## src/verilog/lpf_consts.svh

```systemverilog
// Behaviour
// [RULE_01] Each sample period the output is k times the new input plus m times the previous output.
// [RULE_02] The work is two multiply passes, the second adding its product to what the first left.
// [RULE_03] The feedback delay is a storage cell written with each output and read back next period.
// [RULE_04] The first pass issues the command byte that clears the accumulator and then multiplies.
// [RULE_05] The second pass issues the command byte that multiplies and adds to the accumulator.
// [RULE_06] Coefficients k and m are constants loaded into the operand register before their pass.
// [RULE_07] One idle step follows each multiply command before operands are loaded or results read.
// [RULE_08] Each result goes to the converter output and is kept as the previous output.
// [RULE_09] The sample period is one processing loop, 75 microseconds in the reference timing. Here samples are 1876 clocks apart (75.04 us).
// [RULE_10] The input source must keep its signal below half the sampling rate, about 6.7 kHz.
// [RULE_11] All values are 8-bit unsigned fractions and the previous output is zero after reset.
// [RULE_12] Each period runs input, first pass, second pass, accumulator read, store and output in order.
`ifndef LPF_CONSTS_SVH
`define LPF_CONSTS_SVH

// ****************************************
// coefficients and command bytes
// ****************************************
`define LPF_COEF_K 8'h33
`define LPF_COEF_M 8'hCC
`define LPF_CMD_CLEAR_MUL 8'hF9
`define LPF_CMD_MUL_ADD 8'hFD
`define LPF_CMD_ACC_BIT 2
`define LPF_PREV_RESET 8'h00

// ****************************************
// timing
// ****************************************
`define LPF_CLK_NS 40
`define LPF_SAMPLE_NS 75000
`define LPF_SAMPLE_CYCLES (`LPF_SAMPLE_NS / `LPF_CLK_NS)

// ****************************************
// output buffer
// ****************************************
`define LPF_FIFO_WIDTH 8
`define LPF_FIFO_DEPTH 8

`endif

```

## src/verilog/lpf_pkg.sv

```systemverilog
package lpf_pkg;

    typedef enum logic [3:0] {
        ST_IDLE  = 4'h0,
        ST_LOAD1 = 4'h1,
        ST_MUL1  = 4'h2,
        ST_WAIT1 = 4'h3,
        ST_LOAD2 = 4'h4,
        ST_MUL2  = 4'h5,
        ST_WAIT2 = 4'h6,
        ST_READ  = 4'h7,
        ST_STORE = 4'h8
    } lpf_state_t;

    // one multiply-accumulate command with its operands
    typedef struct packed {
        logic [7:0] cmd;
        logic [7:0] x;
        logic [7:0] z;
    } mac_op_t;

endpackage : lpf_pkg
```

## src/verilog/first_order_recursive_lowpass.sv

```systemverilog
`include "lpf_consts.svh"

// ****************************************
// output buffer
// ****************************************
// depth must be a power of two: pointers wrap by overflow
module stream_fifo #(
    parameter int WIDTH = `LPF_FIFO_WIDTH,
    parameter int DEPTH = `LPF_FIFO_DEPTH
) (
    input wire logic clk_i,
    input wire logic resetn_i,
    input wire logic in_valid_i,
    input wire logic [WIDTH-1:0] in_data_i,
    output logic in_ready_o,
    output logic out_valid_o,
    output logic [WIDTH-1:0] out_data_o,
    input wire logic out_ready_i
);
    localparam int AW = $clog2(DEPTH);

    logic [WIDTH-1:0] mem [DEPTH];
    logic [AW-1:0] wr_ptr;
    logic [AW-1:0] rd_ptr;
    logic [AW:0] count;
    logic [AW:0] next_count;
    logic push;
    logic pop;

    assign push = in_valid_i && in_ready_o;
    // output register refills whenever a word is stored and the register is empty or being drained
    assign pop = (count != '0) && (!out_valid_o || out_ready_i);

    always_comb
    begin
        next_count = count;
        if (push && !pop)
        begin
            next_count = count + 1'b1;
        end
        else if (pop && !push)
        begin
            next_count = count - 1'b1;
        end
    end

    always_ff @(posedge clk_i)
    begin
        if (push)
        begin
            mem[wr_ptr] <= in_data_i;
        end
    end

    always_ff @(posedge clk_i)
    begin
        if (!resetn_i)
        begin
            wr_ptr <= '0;
            rd_ptr <= '0;
            count <= '0;
            in_ready_o <= 1'b1;
        end
        else
        begin
            if (push)
            begin
                wr_ptr <= wr_ptr + 1'b1;
            end
            if (pop)
            begin
                rd_ptr <= rd_ptr + 1'b1;
            end
            count <= next_count;
            in_ready_o <= (next_count != (AW+1)'(DEPTH));
        end
    end

    always_ff @(posedge clk_i)
    begin
        if (!resetn_i)
        begin
            out_valid_o <= 1'b0;
            out_data_o <= '0;
        end
        else if (pop)
        begin
            out_valid_o <= 1'b1;
            out_data_o <= mem[rd_ptr];
        end
        else if (out_ready_i)
        begin
            out_valid_o <= 1'b0;
        end
    end
endmodule : stream_fifo

// ****************************************
// recursive low-pass filter
// ****************************************
module first_order_recursive_lowpass (
    input wire logic ref_clk_i,
    input wire logic resetn_i,
    input wire logic adc_valid_i,
    input wire logic [7:0] adc_data_i,
    output logic adc_ready_o,
    output logic dac_valid_o,
    output logic [7:0] dac_data_o,
    input wire logic dac_ready_i
);
    import lpf_pkg::*;

    lpf_state_t state;
    mac_op_t op;
    logic [15:0] acc;
    logic [7:0] sample;
    logic [7:0] prev_out;
    logic [7:0] result;
    logic [10:0] timer;
    logic take;
    logic push;
    logic fifo_ready;

    // fractions times fractions: 16-bit product, saturating accumulate
    function automatic logic [15:0] mac_step(input logic [15:0] acc_in, input mac_op_t cmd_op);
        logic [15:0] prod;
        logic [16:0] sum;
        prod = cmd_op.x * cmd_op.z;
        sum = {1'b0, acc_in} + {1'b0, prod};
        if (!cmd_op.cmd[`LPF_CMD_ACC_BIT])
        begin
            return prod;
        end
        return sum[16] ? 16'hFFFF : sum[15:0];
    endfunction : mac_step

    function automatic logic [7:0] filter_ref(input logic [7:0] s, input logic [7:0] p);
        logic [15:0] a;
        a = mac_step(16'h0000, '{cmd: `LPF_CMD_CLEAR_MUL, x: s, z: `LPF_COEF_K});
        a = mac_step(a, '{cmd: `LPF_CMD_MUL_ADD, x: p, z: `LPF_COEF_M});
        return a[15:8];
    endfunction : filter_ref

    assign take = adc_ready_o && adc_valid_i;
    assign push = (state == ST_STORE) && fifo_ready;

    // ****************************************
    // sample period
    // ****************************************
    // [RULE_09] fixed loop period
    always_ff @(posedge ref_clk_i)
    begin
        if (!resetn_i)
        begin
            timer <= '0;
        end
        else if (take)
        begin
            timer <= 11'(`LPF_SAMPLE_CYCLES - 1);
        end
        else if (timer != '0)
        begin
            timer <= timer - 1'b1;
        end
    end

    // ready rises a cycle after the period ends; a late source only delays the period
    always_ff @(posedge ref_clk_i)
    begin
        if (!resetn_i)
        begin
            adc_ready_o <= 1'b0;
        end
        else
        begin
            adc_ready_o <= (state == ST_IDLE) && (timer == '0) && !take;
        end
    end

    // ****************************************
    // sequencer
    // ****************************************
    // [RULE_12] fixed step order
    always_ff @(posedge ref_clk_i)
    begin
        if (!resetn_i)
        begin
            state <= ST_IDLE;
        end
        else
        begin
            case (state)
                ST_IDLE:  state <= take ? ST_LOAD1 : ST_IDLE;
                ST_LOAD1: state <= ST_MUL1;
                // [RULE_07] idle step after multiply
                ST_MUL1:  state <= ST_WAIT1;
                ST_WAIT1: state <= ST_LOAD2;
                ST_LOAD2: state <= ST_MUL2;
                ST_MUL2:  state <= ST_WAIT2;
                ST_WAIT2: state <= ST_READ;
                ST_READ:  state <= ST_STORE;
                ST_STORE: state <= fifo_ready ? ST_IDLE : ST_STORE;
                default:  state <= ST_IDLE;
            endcase
        end
    end

    always_ff @(posedge ref_clk_i)
    begin
        if (!resetn_i)
        begin
            sample <= 8'h00;
        end
        else if (take)
        begin
            sample <= adc_data_i;
        end
    end

    // ****************************************
    // multiply-accumulate unit
    // ****************************************
    always_ff @(posedge ref_clk_i)
    begin
        if (!resetn_i)
        begin
            op <= '0;
        end
        else if (state == ST_LOAD1)
        begin
            // [RULE_04] [RULE_06] clear-and-multiply with k
            op <= '{cmd: `LPF_CMD_CLEAR_MUL, x: sample, z: `LPF_COEF_K};
        end
        else if (state == ST_LOAD2)
        begin
            // [RULE_05] [RULE_06] multiply-add with m
            op <= '{cmd: `LPF_CMD_MUL_ADD, x: prev_out, z: `LPF_COEF_M};
        end
    end

    // [RULE_02] second pass accumulates
    always_ff @(posedge ref_clk_i)
    begin
        if (!resetn_i)
        begin
            acc <= 16'h0000;
        end
        else if ((state == ST_MUL1) || (state == ST_MUL2))
        begin
            acc <= mac_step(acc, op);
        end
    end

    // [RULE_01] upper byte is the new output
    always_ff @(posedge ref_clk_i)
    begin
        if (!resetn_i)
        begin
            result <= 8'h00;
        end
        else if (state == ST_READ)
        begin
            result <= acc[15:8];
        end
    end

    // ****************************************
    // feedback cell and converter output
    // ****************************************
    // [RULE_03] [RULE_08] [RULE_11] delay cell, cleared at reset
    always_ff @(posedge ref_clk_i)
    begin
        if (!resetn_i)
        begin
            prev_out <= `LPF_PREV_RESET;
        end
        else if (push)
        begin
            prev_out <= result;
        end
    end

    // [RULE_08] result to converter
    stream_fifo #(
        .WIDTH(`LPF_FIFO_WIDTH),
        .DEPTH(`LPF_FIFO_DEPTH)
    ) u_out_fifo (
        .clk_i(ref_clk_i),
        .resetn_i(resetn_i),
        .in_valid_i(state == ST_STORE),
        .in_data_i(result),
        .in_ready_o(fifo_ready),
        .out_valid_o(dac_valid_o),
        .out_data_o(dac_data_o),
        .out_ready_i(dac_ready_i)
    );
endmodule : first_order_recursive_lowpass

```

## config.mk

```make
export PLATFORM = sky130hd
export DESIGN_NAME = first_order_recursive_lowpass
export DESIGN_NICKNAME = d
export VERILOG_FILES = /design/src/verilog/lpf_pkg.sv /design/src/verilog/first_order_recursive_lowpass.sv
export VERILOG_INCLUDE_DIRS = /design/src /design/src/verilog
export SDC_FILE = /design/constraint.sdc
export NUM_CORES = 1
export LEC_CHECK = 0
export BUFFER_PORTS_ARGS = -buffer_cell sky130_fd_sc_hd__buf_2
export CAP_MARGIN = 20
export CORE_ASPECT_RATIO = 1.2
export CORE_MARGIN = 10
export CORE_UTILIZATION = 50
export DETAILED_ROUTE_END_ITERATION = 16
export PLACE_DENSITY = 0.72
export SYNTH_ARGS = -nofsm -noshare
export SYNTH_HDL_FRONTEND = slang
export SYNTH_HIERARCHICAL = 1
export SYNTH_SLANG_ARGS = --single-unit
```

## constraint.sdc

```tcl
create_clock -name ref_clk_i -period 7.01 [get_ports ref_clk_i]
set_input_delay 1.402 -clock ref_clk_i [delete_from_list [all_inputs] [get_ports ref_clk_i]]
set_output_delay 1.402 -clock ref_clk_i [all_outputs]
set_load 0.02 [all_outputs]
```

Word-level counts from Yosys, hierarchy flattened
Memory sizes are Yosys's and may differ from the RTL's. A register that Yosys moved wholly into a read port is not among the register bits.
Index checks and enable logic that the tools add are counted.
- bits in registers: 82
- RAM bits: 64
- bits of input ports: 12
- word-level logic and storage cells: 77
- memories: 1
- memory list (memory ; words ; bits a word ; rd ports ; clocked after memory_dff ; wr ports ; RTL line ; text):
    u_out_fifo.mem ; 8 ; 8 ; 1 ; 1 ; 1 ; first_order_recursive_lowpass.sv:22 ; logic [WIDTH-1:0] mem [DEPTH];
- add/subtract/negate cells: 6
- multipliers: 1
- equality and inequality tests: 9
- mux-type cells: 19
- bitwise gates (word level): 1
- reduce and logical (&&, ||, !) cells: 23
- operators by type and width (cell ; count):
    16-bit 2-to-1 mux ; 5
    4-bit case mux with 9 select lines ; 1
    11-bit 2-to-1 mux ; 2
    16-bit by 16-bit adder with 17-bit output ; 1
    4-bit by 3-bit equality test with 1-bit output (second input constant) ; 4
    8-bit by 8-bit multiplier with 16-bit output ; 1
    4-bit 2-to-1 mux ; 3
    11-bit zero test ; 1
    11-bit nonzero test ; 1
    11-bit by 1-bit subtractor with 11-bit output (second input constant) ; 1
    4-bit by 2-bit equality test with 1-bit output (second input constant) ; 2
    1-bit 2-to-1 mux ; 8
    1-bit logical AND ; 7
    3-bit by 1-bit adder with 3-bit output (second input constant) ; 2
    2-bit nonzero test ; 3
    1-bit zero test ; 5
    4-bit by 1-bit adder with 4-bit output (second input constant) ; 1
    4-bit by 1-bit equality test with 1-bit output (second input constant) ; 1
    4-bit equality test (second input constant) ; 1
    4-bit zero test ; 1
    4-bit != test (second input constant) ; 1
    4-bit nonzero test ; 1
    2-bit OR reduction ; 2
    4-bit by 1-bit subtractor with 4-bit output (second input constant) ; 1
    other kinds (2) ; 3

Depth between registers and ports, before layout
- word-level depth: 7
- mapped depth: 28
- mapped depth without buffers: 24

Cells and area by module
Netlist, hierarchy kept.
- modules (own cells, without submodules) (module ; instances ; cells an instance ; area each (um^2)):
    first_order_recursive_lowpass ; 1 ; 657 ; 5484.0
    stream_fifo ; 1 ; 204 ; 3358.2

Least setup slack after synthesis
Ideal clock, no wire load.
- path kind: register to register
- start: register op[18] (netlist bit)
- end: register acc[15]
- arrival time: 6025 ps
- data required time: 6915 ps
- setup slack: 890 ps
- stages on the path, launching flop included: 25
- path buffers: 3
- clock period less this slack: 6120 ps
- path through: dfxtp_1 -> clkbuf_1 -> clkbuf_1 -> nand2_1 -> inv_1 -> fa_1 -> fa_1 -> fa_1 -> inv_1 -> fa_1 -> inv_1 -> ha_1 -> a21o_1 -> a21o_1 -> a21o_1 -> or3_1 -> and2_1 -> ha_1 -> clkbuf_1 -> a21o_1 -> a21o_1 -> a221o_1 -> a31oi_1 -> xor2_1 -> a221oi_1
- cells in the longest elaborated chain, start to end: 4
- RTL lines (element ; RTL line ; text):
    start, declared ; first_order_recursive_lowpass.sv:114 ; mac_op_t op;
    start signal, assigned ; first_order_recursive_lowpass.sv:232 ; op <= '{cmd: `LPF_CMD_CLEAR_MUL, x: sample, z: `LPF_COEF_K};
    start signal, assigned ; first_order_recursive_lowpass.sv:237 ; op <= '{cmd: `LPF_CMD_MUL_ADD, x: prev_out, z: `LPF_COEF_M};
    1-bit 2-to-1 mux ; first_order_recursive_lowpass.sv:130 ; if (!cmd_op.cmd[`LPF_CMD_ACC_BIT])
    1-bit 2-to-1 mux ; first_order_recursive_lowpass.sv:248 ; else if ((state == ST_MUL1) || (state == ST_MUL2))
    1-bit 2-to-1 mux ; first_order_recursive_lowpass.sv:244 ; if (!resetn_i)
    16-bit 2-to-1 mux ; first_order_recursive_lowpass.sv:134 ; return sum[16] ? 16'hFFFF : sum[15:0];
    end signal, assigned ; first_order_recursive_lowpass.sv:250 ; acc <= mac_step(acc, op);
    end, declared ; first_order_recursive_lowpass.sv:115 ; logic [15:0] acc;
Every way passes these cells. The select of a mux whose other input is x is not followed.
A chain may end at the register's enable or synchronous reset.

Worst setup path in the final report
- start: register op[18] (netlist bit)
- end: register acc[10]
The elaborated chain is that of the path after synthesis.

==> results.txt <==
The post-synthesis mux area share came out at 7.273%. The number of routed nets with antenna violations is 0. The number of instances resized during post-cts repair is 0. At the later pin of the worst-skew pair, clock insertion delay measures 0.42 ns. The number of antenna violations at the first check in global routing came out at 0.

The type of the tightest min-delay check is flip-flop to flip-flop. The peak per-stage delay on the critical path came out at around 0.53 ns. At the worst endpoint, the arrival time is approximately 6.6 ns.

The buffer levels on the longest clock path is 2. The maximum number of pins on one net before global-route repair is 48. The H-tree depth reported by CTS came out at 4. The die outline height came out at ~170 microns. The worst setup path is launched from a flip-flop. The simple-gate share of the synthesized area came out at a little over an eighth.

The slowest library cell on the worst path is fa_1. The wire length after detailed routing is 18270 microns. The wire length per cell is 16.58 microns. The capturing element type of the critical path is a flip-flop. The placeable core region came out at 0.01744 sq mm.

The worst setup path is of the flip-flop to flip-flop kind. The total of fill cells in the finished design is between 1000 and 1500. The synthesized netlist devotes ~14% of its cell area to compound gates. For this configuration, the core starts out at a cell density of about half. The transition at the pin with the smallest max-transition slack is around 0.81 ns.

The floorplan row count is 53. The power density relative to cell area is 265.6 mW/mm^2. The total negative slack came out at 0 ns. The run finished with clean final reports.

The routed via count divided by cell count is about 5.6. The sum of overflow across all layers after global routing came out at 0. The dominant cell type by count on the critical path is inv_1. Setup repair after global routing left no endpoint under its margin. The area of the mapped netlist came out at roughly 0.0088 sq mm.

The number of ports placed on the die boundary is 22. The number of buffer cells added on primary ports came out at 21. The maximum clock rate is about 160 MHz.

The final route contains 6172 vias. The die covers 0.02343 sq mm. The number of antenna cells inserted is 0.

The root buffer cell is clkbuf_16. The maximum fanout count along the critical path came out at 25. The sequential cell area fraction in the yosys report came out at between 40% and 50%.

The number of iterations in the first detailed-routing pass came out at 7. The leakage component of the power came out at ~0.0042 uW. Counting every net in the synthesized netlist gives between 900 and 1000. The routability congestion estimate from global placement came out at approximately 0.9. The count of buffers added by post-CTS timing repair for setup is 0.

Of all cell types, the one taking the most synthesized area is edfxtp_1. Setup violations remaining at the end of the flow were counted as 0. The top cell type by area accounts for between 20% and 30% of the synthesized area. Clock-pin slew was measured on the worst setup and hold paths at about 0.06 ns. The number of flops mapped to enable cells by yosys is 64. The number of library cell types mapped by synthesis is approximately 70.

The fraction of final layout cells sized beyond drive strength 1 came out at between 10% and 20%. The number of nets in the finished design is 974. The via count of the first global-routing pass came out at 6204. For this design, the sink count on the clock tree is 150. The number of warning messages in the yosys log came out at 6. The final number of hold-violating endpoints is 0. The global-route wire length before repair came out at about 31000 microns. The worst path needs approximately 6.3 ns of the cycle, external delays included. The placed wire-length estimate after detailed placement is ~14000 microns. The number of flip-flops and latches in the synthesized netlist is 150.

The peak ir drop on the vdd network is between 0.00015 and 0.0002 V. The post-cts hold buffer count came out at 0. The relative slew slack is between 40% and 50%. For this run, the total global-route usage over all layers was measured as roughly 16%.

The synthesized area per cell came out at 10.27 sq um. The area growth from synthesis to layout is 10.22%. The chip width came out at roughly 140 microns.

By area the synthesized netlist is led by edfxtp_1 (22%), dfxtp_1 (19%), ha_1 (9.3%). The total chip power is between 2000 and 3000 uW. By area, the combinational part of the netlist is dominated by adder cells. The sequential cell area in the final layout is about 0.0036 sq mm. The dominant synthesized flop cell is dfxtp_1. The max-slew violation total from the final report came out at 0. Across the routed clock network, the largest skew measured is 0.008926 ns. The number of instances in the synthesized netlist is ~860. The CTS buffer count is 17.

The worst path uses between 90% and 100% of the clock period. The data required time at the worst endpoint came out at 7.30 ns. The multi-input combinational cells in the finished layout cover a total of between 0.004 and 0.005 sq mm. The number of violations reported at the end of detailed-routing iteration 0 is ~370. For this run, asynchronously set or reset flops after synthesis account for 0%. After Yosys synthesis, full adders, half adders and majority gates account for between 15 and 20% of the synthesized area. The number of max-cap violations is 0. The critical path goes through buf_4 > and2_1 > ha_1 > inv_1 > fa_1 > inv_1 > fa_1 > inv_1 > fa_1 > inv_1 > ha_1 > a21oi_1 > a21oi_1 > or3_1 > and2_1 > ha_1 > and4_1 > and3_1 > o211ai_1 > a31oi_1 > buf_4 > nor2_1 > a2111oi_0. TritonCTS built the clock tree. After detailed routing, the number of remaining DRC violations is 0. The xor-xnor portion of the synthesized cell area came out at roughly 4.1%.
-- layer usage --
| metal | up-vias | track usage, % | routed length, microns |
|---|---|---|---|
| met3 | 29 | 3.461 | 619 |
| met5 | - | 0 | 0 |
| met2 | 103 | 27.99 | 9399 |
| li1 | 3077 | - | - |
| met4 | 0 | 6.053 | 459 |
| met1 | 2963 | 18.69 | 7789 |
-- registers in the layout, summed over array words and instances, names as in the netlist --
signal / flops
u_out_fifo/out_valid_o: 1
sample: 8
u_out_fifo/wr_ptr: 3
u_out_fifo/in_ready_o: 1
u_out_fifo/mem: 64
state: 4
timer: 11
op: 10
u_out_fifo/count: 4
adc_ready_o: 1
result: 8
acc: 16
u_out_fifo/rd_ptr: 3
u_out_fifo/out_data_o: 8
prev_out: 8
-- synthesized netlist by cell type (6+ instances only) --
cell       n
inv_1     63
and3_1     6
edfxtp_1  64
a211oi_1  14
nor2b_1    7
nand2b_1   9
fa_1      27
mux2i_1   26
a21oi_1   78
nand4_1    7
dfxtp_1   86
clkbuf_1  34
o221ai_1   9
nand3_1   15
mux4_2    16
xnor2_1   20
a31oi_1    8
nor3_1    12
ha_1      66
nor2_1    39
nand2_1   81
a21o_1    14
and2_1    27
o21ai_0   27
xor2_1    21
-- path summary, 6_finish.rpt --
| check | startpoint | end | slack (ns) | cells past startpoint |
|---|---|---|---|---|
| max | op[18] | acc[10] | 0.67 | 23 |
| min | sample[5] | sample[5] | 0.46 | 2 |
| max reg2reg | op[18] | acc[10] | 0.67 | 23 |
| min reg2reg | sample[5] | sample[5] | 0.46 | 2 |
-- cells by family (layout without fill, tap and decap cells) --
group	Yosys count	count (layout)
simple gates	233	233
fa+ha+maj	93	93
xor+xnor	41	41
compound gates	192	192
mux	44	44
flops	150	150
buf+inv	108	129
-- area by class of cell --
| class | instances | area share [%] |
|---|---|---|
| flip-flops and latches | 150 | 37.39 |
| well taps | 220 | 2.824 |
| inverters | 63 | 2.427 |
| repair buffers | 34 | 2.054 |
| multi-input cells | 603 | 49.02 |
| clock buffers | 18 | 4.404 |
| clock inverters | 14 | 1.887 |
-- per-stage QoR --
step                hold WS (ns)  area [sq um]  cells  setup slack [ns]  utilization [%]
floorplan                 0.4362          8842    861            0.8901                -
global placement          0.4443          9105   1066            0.7560            52.21
detailed placement        0.4502          9110   1067            0.7237            52.23
CTS                       0.4606          9723   1099            0.6978            55.75
global route              0.4799          9746   1102           0.08570            55.88
finish                    0.4587          9746   1102            0.6679            55.88
-- critical path: cells and delay by family (launching register included) --
kind	cells	cell delay (ns)
AOI/OAI and AO/OA	5	1.26
adders and majority gates	6	2.45
buffers and inverters	6	0.75
DFF	1	0.49
and+or+nand+nor	6	1.23
-- placed cells by master, fill, tap and decap left out, types with 4 or more instances in the layout --
cell / count
a211oi_1: 14
a21boi_0: 4
a21o_1: 14
a21oi_1: 78
a31oi_1: 8
and2_1: 27
and3_1: 6
buf_2: 22
buf_4: 10
bufinv_16: 4
clkbuf_16: 17
clkinvlp_4: 4
dfxtp_1: 86
edfxtp_1: 64
fa_1: 27
ha_1: 66
inv_1: 63
mux2i_1: 26
mux4_2: 16
nand2_1: 81
nand2b_1: 9
nand3_1: 15
nand3b_1: 4
nand4_1: 7
nor2_1: 39
nor2b_1: 7
nor3_1: 12
o211ai_1: 4
o21a_1: 4
o21ai_0: 27
o221ai_1: 9
or3_1: 4
xnor2_1: 20
xor2_1: 21
-- where the power goes --
| part | internal [uW] | switching [uW] | leakage (uW) |
|---|---|---|---|
| clock network | 591 | 348 | 0.000281 |
| logic | 274 | 304 | 0.00264 |
| registers | 982 | 88.7 | 0.00129 |
Power figures use the tool's default switching activity.
